$ cat src/hdl/adcsc_map.vh
// constants for the converter sequencing block: register offsets, field positions,
// reset values and timing figures. included by bare name from the design files.
`ifndef ADCSC_MAP_VH
`define ADCSC_MAP_VH

// ****************************************************************
// register offsets (byte addresses, one word each)
// ****************************************************************
`define ADCSC_OFS_MODE      8'h00
`define ADCSC_OFS_CHAN      8'h04
`define ADCSC_OFS_RESULT    8'h08
`define ADCSC_OFS_STATUS    8'h0C
`define ADCSC_OFS_IRQ_STAT  8'h10
`define ADCSC_OFS_IRQ_MASK  8'h14
`define ADCSC_OFS_PORT      8'h18

// ****************************************************************
// field positions
// ****************************************************************
`define ADCSC_MODE_RUN_BIT   7
`define ADCSC_MODE_CMPEN_BIT 0
`define ADCSC_ST_DONE_BIT    0
`define ADCSC_ST_SUSPECT_BIT 1
`define ADCSC_ST_SETTLED_BIT 2
`define ADCSC_ST_BUSY_BIT    3
`define ADCSC_IRQ_END_BIT    0
`define ADCSC_IRQ_SUSP_BIT   1
`define ADCSC_IRQ_PORT_BIT   2

// ****************************************************************
// reset values
// ****************************************************************
`define ADCSC_MODE_RST      8'h00
`define ADCSC_CHAN_RST      2'h0
`define ADCSC_MASK_RST      3'h0

// ****************************************************************
// timing
// ****************************************************************
`define ADCSC_CLK_PERIOD_NS 4
`define ADCSC_SETTLE_NS     1000
`define ADCSC_SAMPLE_CYC    16
`define ADCSC_BIT_CYC       4

`endif

$ cat src/hdl/adcsc_sar.v
// successive-approximation sequencer: sampling interval, then one bit per step.
// assumes the comparator result arrives already synchronised to clk.
`timescale 1ns/10ps
`include "adcsc_map.vh"

module adcsc_sar #(
  parameter            RES_BITS   = 10,
  parameter [7:0]      SAMPLE_CYC = `ADCSC_SAMPLE_CYC,
  parameter [7:0]      BIT_CYC    = `ADCSC_BIT_CYC
) (
  input  wire                clk,
  input  wire                sys_rst,
  input  wire                run,
  input  wire [1:0]          chan,
  input  wire                cmp_hi,
  output reg                 sample_en,
  output reg  [1:0]          mux_sel,
  output reg  [RES_BITS-1:0] dac_code,
  output reg                 done,
  output reg  [RES_BITS-1:0] result,
  output reg  [1:0]          res_chan,
  output reg                 busy
);

  // ****************************************************************
  // states
  // ****************************************************************
  localparam [1:0] ST_IDLE = 2'h0;
  localparam [1:0] ST_SAMP = 2'h1;
  localparam [1:0] ST_CONV = 2'h2;

  reg [1:0]          state_q;
  reg [7:0]          cnt_q;
  reg [RES_BITS-1:0] bit_q;   // one-hot trial bit
  wire [RES_BITS-1:0] kept;

  // drop the trial bit when the input is below the trial level
  assign kept = cmp_hi ? dac_code : (dac_code & ~bit_q);

  // channel is latched at sampling start, so a later channel write
  // cannot disturb the conversion already under way
  always @(posedge clk) begin
    if (sys_rst) begin
      state_q   <= ST_IDLE;
      cnt_q     <= 8'h00;
      bit_q     <= {RES_BITS{1'b0}};
      sample_en <= 1'b0;
      mux_sel   <= 2'h0;
      dac_code  <= {RES_BITS{1'b0}};
      done      <= 1'b0;
      result    <= {RES_BITS{1'b0}};
      res_chan  <= 2'h0;
      busy      <= 1'b0;
    end else begin
      done <= 1'b0;
      case (state_q)
        ST_IDLE: begin
          if (run) begin
            state_q   <= ST_SAMP;
            mux_sel   <= chan;
            cnt_q     <= 8'h00;
            sample_en <= 1'b1;
            busy      <= 1'b1;
          end
        end
        ST_SAMP: begin
          if (!run) begin
            state_q   <= ST_IDLE;
            sample_en <= 1'b0;
            busy      <= 1'b0;
          end else if (cnt_q == SAMPLE_CYC - 8'h01) begin
            state_q   <= ST_CONV;
            sample_en <= 1'b0;
            cnt_q     <= 8'h00;
            bit_q     <= {1'b1, {(RES_BITS-1){1'b0}}};
            dac_code  <= {1'b1, {(RES_BITS-1){1'b0}}};
          end else begin
            cnt_q <= cnt_q + 8'h01;
          end
        end
        ST_CONV: begin
          if (!run) begin
            state_q <= ST_IDLE;
            busy    <= 1'b0;
          end else if (cnt_q == BIT_CYC - 8'h01) begin
            cnt_q <= 8'h00;
            if (bit_q[0]) begin
              state_q  <= ST_IDLE;
              done     <= 1'b1;
              result   <= kept;
              res_chan <= mux_sel;
              dac_code <= kept;
              busy     <= 1'b0;
            end else begin
              bit_q    <= bit_q >> 1;
              dac_code <= kept | (bit_q >> 1);
            end
          end else begin
            cnt_q <= cnt_q + 8'h01;
          end
        end
        default: begin
          state_q <= ST_IDLE;
        end
      endcase
    end
  end

endmodule

$ cat src/hdl/adcsc_ctrl.v
// control side of a four-channel successive-approximation converter: mode and
// channel registers, done flag, result, start-up check, shared port pins, interrupt.
// assumes a single-cycle register port and asynchronous pin and comparator inputs.
//
// Overview of operation
// - four analog pins double as a four-bit digital input port
// - a channel register write never touches the done flag
// - a conversion under way finishes on the old channel after a change
// - first result is suspect if start came under 1 us after enable
// - sampling capacitor charges only in the sampling interval
// - mode register: run is bit 7, comparator enable bit 0
// - mode or channel writes may spoil the result; read it first
//
// The register addresses and strobed register access are this design's own decisions.
`timescale 1ns/10ps
`include "adcsc_map.vh"

module adcsc_ctrl #(
  parameter       RES_BITS   = 10,
  parameter [7:0] SAMPLE_CYC = `ADCSC_SAMPLE_CYC,
  parameter [7:0] BIT_CYC    = `ADCSC_BIT_CYC
) (
  input  wire                clk,
  input  wire                sys_rst,
  input  wire [7:0]          reg_addr,
  input  wire [31:0]         reg_wdata,
  input  wire                reg_wr,
  input  wire                reg_rd,
  output reg  [31:0]         reg_rdata,
  input  wire [3:0]          pin_level,
  input  wire                cmp_in,
  output reg                 comparator_en,
  output wire                sample_en,
  output wire [1:0]          mux_sel,
  output wire [RES_BITS-1:0] dac_code,
  output reg                 conv_end_irq,
  output reg                 irq
);

  // ****************************************************************
  // timing constants
  // ****************************************************************
  // least time, so round up to whole cycles
  localparam integer SETTLE_CYC_I =
    (`ADCSC_SETTLE_NS + `ADCSC_CLK_PERIOD_NS - 1) / `ADCSC_CLK_PERIOD_NS;
  localparam [8:0]   SETTLE_CYC   = SETTLE_CYC_I[8:0];

  // ****************************************************************
  // state
  // ****************************************************************
  reg [7:0]          converter_mode_reg_q;
  reg [1:0]          channel_select_reg_q;
  reg                conv_done_flag_q;
  reg [RES_BITS-1:0] result_q;
  reg [1:0]          res_chan_q;
  reg                res_suspect_q;
  reg [8:0]          settle_cnt_q;
  reg                settled_q;
  reg                first_pend_q;
  reg                first_bad_q;
  reg [2:0]          irq_stat_q;
  reg [2:0]          irq_mask_q;
  reg [3:0]          pin_s1_q;
  reg [3:0]          pin_s2_q;
  reg                cmp_s1_q;
  reg                cmp_s2_q;

  wire                conv_run_bit;
  wire                comparator_enable_bit;
  wire                eng_done;
  wire                eng_busy;
  wire [RES_BITS-1:0] eng_result;
  wire [1:0]          eng_chan;
  wire                wr_mode;
  wire                wr_chan;
  wire                wr_stat;
  wire                wr_mask;
  wire                rd_port;
  wire                rd_irq;
  wire                start_evt;
  wire                port_clash;
  wire [2:0]          irq_set;

  assign conv_run_bit          = converter_mode_reg_q[`ADCSC_MODE_RUN_BIT];
  assign comparator_enable_bit = converter_mode_reg_q[`ADCSC_MODE_CMPEN_BIT];

  // ****************************************************************
  // address decode
  // ****************************************************************
  assign wr_mode = reg_wr && (reg_addr == `ADCSC_OFS_MODE);
  assign wr_chan = reg_wr && (reg_addr == `ADCSC_OFS_CHAN);
  assign wr_stat = reg_wr && (reg_addr == `ADCSC_OFS_STATUS);
  assign wr_mask = reg_wr && (reg_addr == `ADCSC_OFS_IRQ_MASK);
  assign rd_port = reg_rd && (reg_addr == `ADCSC_OFS_PORT);
  assign rd_irq  = reg_rd && (reg_addr == `ADCSC_OFS_IRQ_STAT);

  // run bit going from clear to set is a conversion start
  assign start_evt  = wr_mode && reg_wdata[`ADCSC_MODE_RUN_BIT] && !conv_run_bit;
  // a port read during conversion costs resolution; flagged, not blocked
  assign port_clash = rd_port && eng_busy;
  assign irq_set    = {port_clash, eng_done && first_pend_q && first_bad_q, eng_done};

  // ****************************************************************
  // input synchronisers
  // ****************************************************************
  // pins are shared with the port, so their digital level is always sampled
  always @(posedge clk) begin
    if (sys_rst) begin
      pin_s1_q <= 4'h0;
      pin_s2_q <= 4'h0;
      cmp_s1_q <= 1'b0;
      cmp_s2_q <= 1'b0;
    end else begin
      pin_s1_q <= pin_level;
      pin_s2_q <= pin_s1_q;
      cmp_s1_q <= cmp_in;
      cmp_s2_q <= cmp_s1_q;
    end
  end

  // ****************************************************************
  // conversion engine
  // ****************************************************************
  adcsc_sar #(
    .RES_BITS   (RES_BITS),
    .SAMPLE_CYC (SAMPLE_CYC),
    .BIT_CYC    (BIT_CYC)
  ) u_sar (
    .clk       (clk),
    .sys_rst   (sys_rst),
    .run       (conv_run_bit),
    .chan      (channel_select_reg_q),
    .cmp_hi    (cmp_s2_q),
    .sample_en (sample_en),
    .mux_sel   (mux_sel),
    .dac_code  (dac_code),
    .done      (eng_done),
    .result    (eng_result),
    .res_chan  (eng_chan),
    .busy      (eng_busy)
  );

  // ****************************************************************
  // control registers
  // ****************************************************************
  // a channel write does not abort the engine; the old channel may still finish
  always @(posedge clk) begin
    if (sys_rst) begin
      converter_mode_reg_q <= `ADCSC_MODE_RST;
      channel_select_reg_q <= `ADCSC_CHAN_RST;
      irq_mask_q           <= `ADCSC_MASK_RST;
      comparator_en        <= 1'b0;
    end else begin
      if (wr_mode) begin
        converter_mode_reg_q <= reg_wdata[7:0];
        comparator_en        <= reg_wdata[`ADCSC_MODE_CMPEN_BIT];
      end
      if (wr_chan) begin
        channel_select_reg_q <= reg_wdata[1:0];
      end
      if (wr_mask) begin
        irq_mask_q <= reg_wdata[2:0];
      end
    end
  end

  // ****************************************************************
  // comparator settling and first-result check
  // ****************************************************************
  // settle timer restarts whenever the comparator is switched off
  always @(posedge clk) begin
    if (sys_rst) begin
      settle_cnt_q <= 9'h000;
      settled_q    <= 1'b0;
      first_pend_q <= 1'b0;
      first_bad_q  <= 1'b0;
    end else begin
      if (!comparator_enable_bit) begin
        settle_cnt_q <= 9'h000;
        settled_q    <= 1'b0;
      end else if (settle_cnt_q == SETTLE_CYC - 9'h001) begin
        settled_q <= 1'b1;
      end else begin
        settle_cnt_q <= settle_cnt_q + 9'h001;
      end
      if (start_evt) begin
        first_pend_q <= 1'b1;
        first_bad_q  <= !(comparator_enable_bit && settled_q);
      end else if (eng_done) begin
        first_pend_q <= 1'b0;
      end
    end
  end

  // ****************************************************************
  // result, done flag and end request
  // ****************************************************************
  // set wins over a software clear in the same cycle; only a status
  // write clears the flag, never a mode or channel write
  always @(posedge clk) begin
    if (sys_rst) begin
      conv_done_flag_q <= 1'b0;
      result_q         <= {RES_BITS{1'b0}};
      res_chan_q       <= 2'h0;
      res_suspect_q    <= 1'b0;
      conv_end_irq     <= 1'b0;
    end else begin
      conv_end_irq <= eng_done;
      if (eng_done) begin
        conv_done_flag_q <= 1'b1;
        result_q         <= eng_result;
        res_chan_q       <= eng_chan;
        res_suspect_q    <= first_pend_q && first_bad_q;
      end else if (wr_stat && reg_wdata[`ADCSC_ST_DONE_BIT]) begin
        conv_done_flag_q <= 1'b0;
      end
    end
  end

  // ****************************************************************
  // interrupt status and output
  // ****************************************************************
  // read clears, but an event landing in the read cycle survives
  always @(posedge clk) begin
    if (sys_rst) begin
      irq_stat_q <= 3'h0;
      irq        <= 1'b0;
    end else begin
      if (rd_irq) begin
        irq_stat_q <= irq_set;
      end else begin
        irq_stat_q <= irq_stat_q | irq_set;
      end
      irq <= |((rd_irq ? irq_set : (irq_stat_q | irq_set)) & irq_mask_q);
    end
  end

  // ****************************************************************
  // read data, one cycle after the strobe
  // ****************************************************************
  // result register holds the last finished value; read it before mode
  // or channel writes since a late completion can replace it
  always @(posedge clk) begin
    if (sys_rst) begin
      reg_rdata <= 32'h00000000;
    end else if (reg_rd) begin
      if (reg_addr == `ADCSC_OFS_MODE) begin
        reg_rdata <= {24'h000000, converter_mode_reg_q};
      end else if (reg_addr == `ADCSC_OFS_CHAN) begin
        reg_rdata <= {30'h00000000, channel_select_reg_q};
      end else if (reg_addr == `ADCSC_OFS_RESULT) begin
        reg_rdata <= {14'h0000, res_chan_q, {(16-RES_BITS){1'b0}}, result_q};
      end else if (reg_addr == `ADCSC_OFS_STATUS) begin
        reg_rdata <= {28'h0000000, eng_busy, settled_q, res_suspect_q, conv_done_flag_q};
      end else if (reg_addr == `ADCSC_OFS_IRQ_STAT) begin
        reg_rdata <= {29'h00000000, irq_stat_q};
      end else if (reg_addr == `ADCSC_OFS_IRQ_MASK) begin
        reg_rdata <= {29'h00000000, irq_mask_q};
      end else if (reg_addr == `ADCSC_OFS_PORT) begin
        reg_rdata <= {28'h0000000, pin_s2_q};
      end else begin
        reg_rdata <= 32'h00000000;
      end
    end else begin
      reg_rdata <= 32'h00000000;
    end
  end

endmodule

$ cat config.mk
export PLATFORM = sky130hd
export DESIGN_NAME = adcsc_ctrl
export DESIGN_NICKNAME = d
export VERILOG_FILES = /design/src/hdl/adcsc_sar.v /design/src/hdl/adcsc_ctrl.v
export VERILOG_INCLUDE_DIRS = /design/src /design/src/hdl
export SDC_FILE = /design/constraint.sdc
export NUM_CORES = 1
export LEC_CHECK = 0
export BUFFER_PORTS_ARGS = -buffer_cell sky130_fd_sc_hd__buf_2
export CELL_PAD_IN_SITES_DETAIL_PLACEMENT = 1
export CELL_PAD_IN_SITES_GLOBAL_PLACEMENT = 1
export CORE_ASPECT_RATIO = 1.5
export CORE_UTILIZATION = 44
export DETAILED_ROUTE_END_ITERATION = 6
export PLACE_DENSITY = 0.91
export SYNTH_ARGS = -nofsm -noshare
export SYNTH_HDL_FRONTEND = slang
export SYNTH_SLANG_ARGS = --single-unit
$ cat constraint.sdc
create_clock -name clk -period 3.7 [get_ports clk]
set_input_delay 1.11 -clock clk [delete_from_list [all_inputs] [get_ports clk]]
set_output_delay 1.11 -clock clk [all_outputs]
set_load 0.005 [all_outputs]
==> results of run 1 <==
==> cell type report <==
cell class,instances,area [µm²]
fill,1319,5150
multi-input combinational,420,2550
sequential,113,2260
clock buffer,19,453
timing repair buffer,57,298
tap,147,184
clock inverter,13,173
inverter,11,41.3
==> cells by family (layout without fill, tap and decap cells) <==
kind of cell | count (synthesis) | in the layout
other | 1 | 20
XOR/XNOR | 4 | 4
AO/OA/AOI/OAI | 123 | 123
buffers and inverters | 62 | 100
adder cells (fa/ha/maj) | 7 | 7
flip-flops | 113 | 113
AND/OR/NAND/NOR | 232 | 232
multiplexers | 34 | 34
==> layer usage <==
metal  vias up  share of wire, %
met5         -                 0
met4         0               4.5
met3        62               5.4
met2       189                55
met1      2275                36
li1       2095                 -
==> power groups by stage <==
stage	combinational [W]	clock (W)	sequential (W)
global placement	0.000143	0	0.00126
CTS	0.000154	0.00174	0.00124
finish	0.000157	0.00173	0.00124
global route	0.000169	0.00181	0.00124
detailed placement	0.000148	0	0.00126
floorplan	0.000122	0	0.00126
==> path summary, 6_finish.rpt <==
check	startpoint	to	slack, ps	cells past startpoint
worst max-delay path	u_sar.state_q[0]$_SDFFE_PP0P_	u_sar.dac_code[9]$_SDFFE_PP0P_	860	6
worst min-delay path	pin_s1_q[3]$_SDFF_PP0_	pin_s2_q[3]$_SDFF_PP0_	450	1
worst max register to register	u_sar.state_q[0]$_SDFFE_PP0P_	u_sar.dac_code[9]$_SDFFE_PP0P_	860	6
worst min register to register	pin_s1_q[3]$_SDFF_PP0_	pin_s2_q[3]$_SDFF_PP0_	450	1
==> registers in the layout, indices dropped and copies added (netlist names), 2 cells and up <==
signal                count
res_chan_q                2
u_sar.state_q             2
u_sar.dac_code           10
u_sar.bit_q              10
u_sar.mux_sel             2
result_q                 10
u_sar.res_chan            2
reg_rdata                12
irq_stat_q                3
settle_cnt_q              9
u_sar.cnt_q               8
u_sar.result             10
pin_s1_q                  4
channel_select_reg_q      2
pin_s2_q                  4
converter_mode_reg_q      8
irq_mask_q                3
==> layout by cell type (no fill, tap or decap), drive strengths merged, types with 19 or more instances in the layout <==
cell type / n
nand3: 20
mux2i: 32
nand2: 69
buf: 57
clkbuf: 19
nor2b: 26
nand2b: 19
conb: 20
a21oi: 45
dfxtp: 113
nor2: 41
==> cells in the mapped netlist (3+ instances only) <==
library cell  count  area share [%]
nor2b_1          26             3.2
a22o_1            5            0.87
a211oi_1          7             1.0
a21oi_1          45             4.4
nand2_1          69             5.1
ha_1              7             1.7
or4_1             3            0.44
or3_1             5            0.62
a21boi_0         10             1.5
nor4b_1           3            0.52
and2_1            7            0.87
clkbuf_1         26             1.9
inv_1            11            0.82
nand2b_1         19             2.3
dfxtp_1         113              45
o221ai_1          4            0.69
a2111oi_0         3            0.52
mux2i_1          32             6.3
a31oi_1           4            0.49
buf_4            21             3.1
nand4_1          13             1.6
nor4_1            3            0.37
nand3_1          20             2.0
nor3_1            8            0.79
o211ai_1         13             1.9
o21ai_0          11             1.1
nor2_1           41             3.0
==> metrics by stage <==
step | util [%] | power [W] | hold slack [ps] | cells | area, µm²
6_report | 53.6 | 0.00312 | 451 | 780 | 5960
4_1_cts | 53.6 | 0.00313 | 454 | 780 | 5960
3_5_place_dp | 48.0 | 0.00141 | 431 | 748 | 5340
5_1_grt | 53.6 | 0.00321 | 463 | 780 | 5960
2_1_floorplan | - | 0.00138 | 414 | 595 | 5130
3_3_place_gp | 48.0 | 0.00140 | 417 | 748 | 5340
==> impl_metrics.ini, run 1 <==
[route]
antenna_left = 0
drt_iter0_markers = 191
via_per_inst = 5.92
vias = 4621
avgRoutedWirePerCell_um = 20.5
drt_wl_total_mm = 16.0
drt_first_pass_iters = 4
drc = 0

[cts]
clock_sinks = 113
cts_hold_buf = 0
htree_levels = 4
clockBufferDepth = 2
cts_tree = built
root_buffer = clkbuf_16
path_clk_slew_ps = 60
cts_buffers = 17
clkLatencyLatePin_ps = 420
post_cts_resized = 0
cts_setup_buffers = 0

[synthesis]
netlist_area_um2 = 5060
synth_compound_area_share_pct = 16.2
ys.flop_type = dfxtp_1
synth_xor_area_share_pct = 0.692
synth.avg_cell_area_um2 = 8.79
ys_warn_count = 0
ys_ff_latch = 113
ys_seq_area_share_pct = 44.7
synth-simple-area-share_pct = 23.5
synthMuxAreaShare_pct = 6.77
synth_cell_types = 60
synth-edff-count = 0
synthArstFlopShare_pct = 0
synth_top_family_by_area = simple AND/OR/NAND/NOR gates
syn_inst = 576
synthAdderAreaFrac_pct = 1.73

[power_and_ir_drop]
power_density_nw_per_um2 = 524
p_seq_share_pct = 39.5
p_comb_share_pct = 5.0
p_sw_w = 0.000739
clkPwrFrac_pct = 55.4
vdd_drop_max_mv = 0.297
internal-power_w = 0.00239
p_sw_share_pct = 23.6
p_leak_nw = 2.29

[floorplan]
core-area_um2 = 11100
pin_count = 97
dieArea_um2 = 11900
std_cell_rows = 47
die_height_um = 133
start_util_pct = 45.5
die_w_um = 89.6

[setup_path]
cp-end-kind = register
crit_slowest_cell = ha_1
path_buf_inv = 1
cpPeakStageDelay_ps = 590
crit_required_ps = 3990
path_delay_family = compound AO/OA/AOI/OAI gates
crit_chain = inv_1, ha_1, nor4b_1, o2111ai_1, o21ai_0, a21oi_1
critical_path_class = register to register
path_max_fanout = 16
cp.arrival_ps = 3130
cp-start-kind = register

[flow_run]
maxCapViolations = 0

[sta]
fin_setup_tns_ps = 0
skew_ps = 14.4
max_freq_mhz = 352
fin_crit_ps = 2840
worstMarginPinSlew_ps = 1010
maxSlewHeadroom_pct = 32.1
rsz0062_at_grt = false
hold_viol = 0
slew_violations = 0
finalSetupViolCount = 0
final.setup.worst_slack_ps = 859
fin_crit_sh_pct = 76.8

[placement]
io_buffers = 52
gp_congestion = 0.890
hpwl_mm = 9.54
pre_cts_slack_ps = 741

[cells_and_area]
nets = 676
antenna_cells = 0
final_layout_size_suffix_gt1_share_pct = 15.6
syn_to_final_growth_pct = 17.7

[global_routing]
grt_usage_pct = 28.7
grt_overflow = 0
use_met2_pct = 51.3
grt_max_degree = 41
met1_usage_pct = 27.6
antenna_found_initial = 0
groute.layer.met3.usage_pct = 9.42
grt_pass1_wl_mm = 25.7
busiest_layer = met2
grt_pass1_vias = 4972

[outcome]
status = completed

[worst_hold_path]
worst_hold_path_type = register to register
Note: power is estimated with default switching activity, not from simulation.
==> inputs of run 2 (changes only) <==
CORE_UTILIZATION = 41   (was 44)
PLACE_DENSITY = 0.86   (was 0.91)
clock period = 2.8 ns   (was 3.7 ns; I/O delays follow)
==> run 2 against run 1 <==
Fmax up 12%. Critical path depth unchanged. Register-to-register slack worse by 590 ps. Power up 38%. Core utilization down 2.9 points.
==> impl_metrics.ini, run 2 (same netlist as run 1, synthesis figures left out) <==
[cts]
cts_tree = built
path_clk_slew_ps = 60
clkLatencyLatePin_ps = 410
cts_buffers = 17
cts_hold_buf = 0
htree_levels = 4
clock_sinks = 113
post_cts_resized = 0
cts_setup_buffers = 0
root_buffer = clkbuf_16
clockBufferDepth = 2

[flow_run]
maxCapViolations = 0

[route]
vias = 4609
drc = 0
drt_iter0_markers = 202
avgRoutedWirePerCell_um = 19.9
antenna_left = 0
via_per_inst = 5.80
drt_wl_total_mm = 15.8
drt_first_pass_iters = 4

[power_and_ir_drop]
p_leak_nw = 2.37
internal-power_w = 0.00338
p_sw_share_pct = 21.9
power_density_nw_per_um2 = 710
p_seq_share_pct = 37.8
vdd_drop_max_mv = 0.350
p_comb_share_pct = 4.9
p_sw_w = 0.000949
clkPwrFrac_pct = 57.3

[worst_hold_path]
worst_hold_path_type = register to register
hold_depth = 1

[sta]
skew_ps = 10.4
fin_setup_tns_ps = 0
rsz0062_at_grt = false
maxSlewHeadroom_pct = 56.1
fin_crit_ps = 2530
hold_viol = 0
worstMarginPinSlew_ps = 654
slew_violations = 0
fin_crit_sh_pct = 90.4
holdWs_ps = 444
max_freq_mhz = 395
finalSetupViolCount = 0
final.setup.worst_slack_ps = 268

[setup_path]
cp.arrival_ps = 2840
path_max_fanout = 16
critical_path_class = register to register
crit_required_ps = 3110
cp-end-kind = register
reg2reg_depth = 6
cp-start-kind = register

[cells_and_area]
n_fill_cell = 1428
layout_common_cells = dfxtp_1 (113), nand2_1 (69), buf_2 (52)
top_register = reg_rdata
syn_to_final_growth_pct = 20.4
nets = 684
final_area_um2 = 6090
layout_commonest_cell = dfxtp_1
antenna_cells = 0
final_layout_size_suffix_gt1_share_pct = 16.7
largest_reg_flops = 12

[floorplan]
core-area_um2 = 12000
die_w_um = 92.7
dieArea_um2 = 12800
die_height_um = 138
std_cell_rows = 49
pin_count = 97
start_util_pct = 42.1

[outcome]
status = completed

[global_routing]
grt_pass1_wl_mm = 25.6
grt_pass1_vias = 4988
grt_usage_pct = 25.7
grt_overflow = 0
antenna_found_initial = 0
grt_max_degree = 61

[placement]
hpwl_mm = 9.92
io_buffers = 52
pre_cts_slack_ps = 341
placed_area_um2 = 5420
gp_congestion = 0.898
==> run 2: path summary, 6_finish.rpt <==
path,start,to,slack (ps)
max,u_sar.state_q[0]$_SDFFE_PP0P_,u_sar.bit_q[0]$_SDFFE_PP0P_,270
min,cmp_s1_q$_SDFF_PP0_,cmp_s2_q$_SDFF_PP0_,440
max reg2reg,u_sar.state_q[0]$_SDFFE_PP0P_,u_sar.bit_q[0]$_SDFFE_PP0P_,270
min reg2reg,cmp_s1_q$_SDFF_PP0_,cmp_s2_q$_SDFF_PP0_,440
==> run 2: metrics by stage <==
step	util, %	cells	total power, W
floorplan	-	595	0.00182
global placement	45.1	762	0.00186
detailed placement	45.1	762	0.00187
CTS	50.7	794	0.00434
global route	50.7	794	0.00444
finish	50.7	794	0.00433
==> run 2: cell type report <==
class	count	area, µm²	share of cell area, %
inverter	11	41.3	0.678
multi-input combinational	420	2550	41.8
sequential	113	2260	37.1
timing repair buffer	65	370	6.08
clock inverter	11	198	3.24
clock buffer	21	480	7.89
tap	153	191	3.14
==> run 2: critical path: stages (launching register included) <==
cell,delay (ps)
dfxtp_1,350
inv_1,100
ha_1,570
nor4b_1,410
o2111a_1,570
a21oi_1,150
a211oi_1,270
==> run 2: power by group through the flow <==
stage          registers, W  logic [W]  clock network (W)
2_1_floorplan       0.00166   0.000162                  0
3_3_place_gp        0.00166   0.000193                  0
3_5_place_dp        0.00167   0.000202                  0
4_1_cts             0.00163   0.000210            0.00250
5_1_grt             0.00163   0.000230            0.00258
6_report            0.00163   0.000214            0.00248
==> run 2: routing by layer <==
metal	global-route usage, %	share of wire (%)	wire (µm)
met5	0	0	0
met4	14.3	4.9	783
met3	6.33	4.0	636
met2	47.5	54	8630
met1	25.7	37	5790
==> inputs of run 3 (changes only) <==
ABC_AREA = 1   (was not set)
CORE_UTILIZATION = 39   (was 41)
==> run 3 against run 2 <==
Sequential share of layout area increased by 1.4 points. Design area decreased by 3.7%. Via count decreased by 0.74%. Critical path type unchanged. Largest cell class is now flip-flops and latches. Largest power group unchanged.
==> impl_metrics.ini, run 3 <==
[outcome]
status = completed

[route]
drc = 0
vias = 4575
drt_wl_total_mm = 14.1
drt_first_pass_iters = 4
antenna_left = 0
via_per_inst = 5.08
avgRoutedWirePerCell_um = 15.6
drt_iter0_markers = 158

[power_and_ir_drop]
clkPwrFrac_pct = 54.5
p_comb_share_pct = 4.8
p_seq_share_pct = 40.7
power_density_nw_per_um2 = 688
p_sw_share_pct = 23.1
vdd_drop_max_mv = 0.392
p_leak_nw = 2.52
p_sw_w = 0.000930
internal-power_w = 0.00310

[synthesis]
ys.flop_type = dfxtp_1
ys_seq_area_share_pct = 45.7
netlist_area_um2 = 4950
synth_compound_area_share_pct = 14.2
synthAdderAreaFrac_pct = 1.77
synth_xor_area_share_pct = 1.06
syn_inst = 678
ys_ff_latch = 113
synthMuxAreaShare_pct = 0
ys_warn_count = 0
synth.avg_cell_area_um2 = 7.31
synth_cell_types = 37
yosys-top-cells-count = dfxtp_1 (113), nor2_1 (112), nand2_1 (100)
yosys.area.top_type = dfxtp_1
yosysMostFrequentCell = dfxtp_1
synth-edff-count = 0
synth-simple-area-share_pct = 25.3
synth.area.top_cells = dfxtp_1 (46%), nor2_1 (8.5%), nand2_1 (7.6%)
synth_top_family_by_area = simple AND/OR/NAND/NOR gates
synth_top_area_share_pct = 45.7
synthArstFlopShare_pct = 0

[setup_path]
crit_required_ps = 3090
cp-end-kind = register
path_max_fanout = 17
cp-start-kind = register
cp.arrival_ps = 2610
critical_path_class = register to register

[sta]
fin_crit_ps = 2320
skew_ps = 6.28
slew_violations = 0
final.setup.worst_slack_ps = 477
fin_setup_tns_ps = 0
worstMarginPinSlew_ps = 658
finalSetupViolCount = 0
maxSlewHeadroom_pct = 56.1
rsz0062_at_grt = false
max_freq_mhz = 430
hold_viol = 0
fin_crit_sh_pct = 83.0

[floorplan]
std_cell_rows = 50
start_util_pct = 39.8
die_w_um = 94.0
die_height_um = 140
dieArea_um2 = 13200
core-area_um2 = 12400
pin_count = 97

[cts]
cts_setup_buffers = 0
cts_tree = built
post_cts_resized = 0
cts_buffers = 17
clockBufferDepth = 2
clkLatencyLatePin_ps = 410
path_clk_slew_ps = 60
htree_levels = 4
clock_sinks = 113
cts_hold_buf = 0
root_buffer = clkbuf_16

[placement]
gp_congestion = 0.822
dp.cells = 869
placed_area_um2 = 5260
io_buffers = 52
hpwl_mm = 9.86
pre_cts_slack_ps = 378

[cells_and_area]
n_fill_cell = 1605
final_area_um2 = 5870
final_layout_size_suffix_gt1_share_pct = 14.1
antenna_cells = 0
fin_cells = 900
largest_reg_flops = 12
top_register = reg_rdata
layout_common_cells = dfxtp_1 (113), nor2_1 (112), nand2_1 (100)
nets = 788
layout_commonest_cell = dfxtp_1
syn_to_final_growth_pct = 18.4

[flow_run]
maxCapViolations = 0

[global_routing]
grt_pass1_vias = 4769
grt_max_degree = 36
grt_overflow = 0
grt_usage_pct = 22.7
grt_pass1_wl_mm = 22.9
antenna_found_initial = 0

[worst_hold_path]
worst_hold_path_type = register to register
[run 3: cell types whose count changed after synthesis, sizes merged, moves of 17 or more]
| cell | previous run | this run |
|---|---|---|
| nor2b | 26 | 0 |
| nand3 | 20 | 44 |
| mux2i | 32 | 0 |
| clkbuf | 26 | 9 |
| nand2b | 19 | 0 |
| inv | 11 | 87 |
| nor2 | 41 | 119 |
| o21ai | 11 | 64 |
| nand2 | 69 | 106 |
[run 3: kinds of logic after synthesis]
group | count (synthesis)
buffers and inverters | 129
and+or+nand+nor | 289
AOI/OAI and AO/OA | 133
other | 1
adders and majority gates | 7
xor gates and xnor gates | 6
DFF | 113
[run 3: per-stage QoR]
stage | hold slack [ps] | power (W) | util (%)
finish | 409 | 0.00403 | 47.1
global route | 438 | 0.00416 | 47.1
CTS | 408 | 0.00406 | 47.1
detailed placement | 402 | 0.00186 | 42.3
global placement | 397 | 0.00185 | 42.3
floorplan | 388 | 0.00182 | -
[run 3: area by class of cell]
cell class                      count  area, µm²  area share [%]
Tap cell                          156        195            3.33
Timing Repair Buffer               56        303            5.16
Inverter                           89        335            5.72
Clock buffer                       18        439            7.49
Sequential cell                   113       2260            38.6
Clock inverter                     13        163            2.77
Multi-Input combinational cell    455       2170            37.0
[run 3: per-layer routing]
layer	up-vias	wire length, µm	global-route usage (%)
met3	42	548	5.05
met4	0	486	11.3
li1	2239	-	-
met1	2175	5420	23.0
met2	119	7620	42.6
met5	-	0	0
[run 3: worst max-delay path: stages (launching register included)]
cell and delay (ps):
dfxtp_1 370, inv_1 100, ha_1 370, inv_2 330, a21oi_2 140, a211oi_4 440, nand2_2 250, nand2_1 130
a21oi_1 70
[run 3: worst paths after layout]
path                                  from                           to  slack, ps  cells past startpoint
max          u_sar.state_q[0]$_SDFFE_PP0P_  u_sar.bit_q[8]$_SDFFE_PP0P_        480                      8
min                 pin_s1_q[3]$_SDFF_PP0_       pin_s2_q[3]$_SDFF_PP0_        410                      2
max reg2reg  u_sar.state_q[0]$_SDFFE_PP0P_  u_sar.bit_q[8]$_SDFFE_PP0P_        480                      8
min reg2reg         pin_s1_q[3]$_SDFF_PP0_       pin_s2_q[3]$_SDFF_PP0_        410                      2
[run 3: power by group through the flow]
stage / clock network [W] / registers, W / logic, W
final: 0.00220 / 0.00164 / 0.000193
after global routing: 0.00230 / 0.00164 / 0.000216
after CTS: 0.00223 / 0.00164 / 0.000193
after detailed placement: 0 / 0.00168 / 0.000188
after global placement: 0 / 0.00167 / 0.000178
after floorplan: 0 / 0.00167 / 0.000147
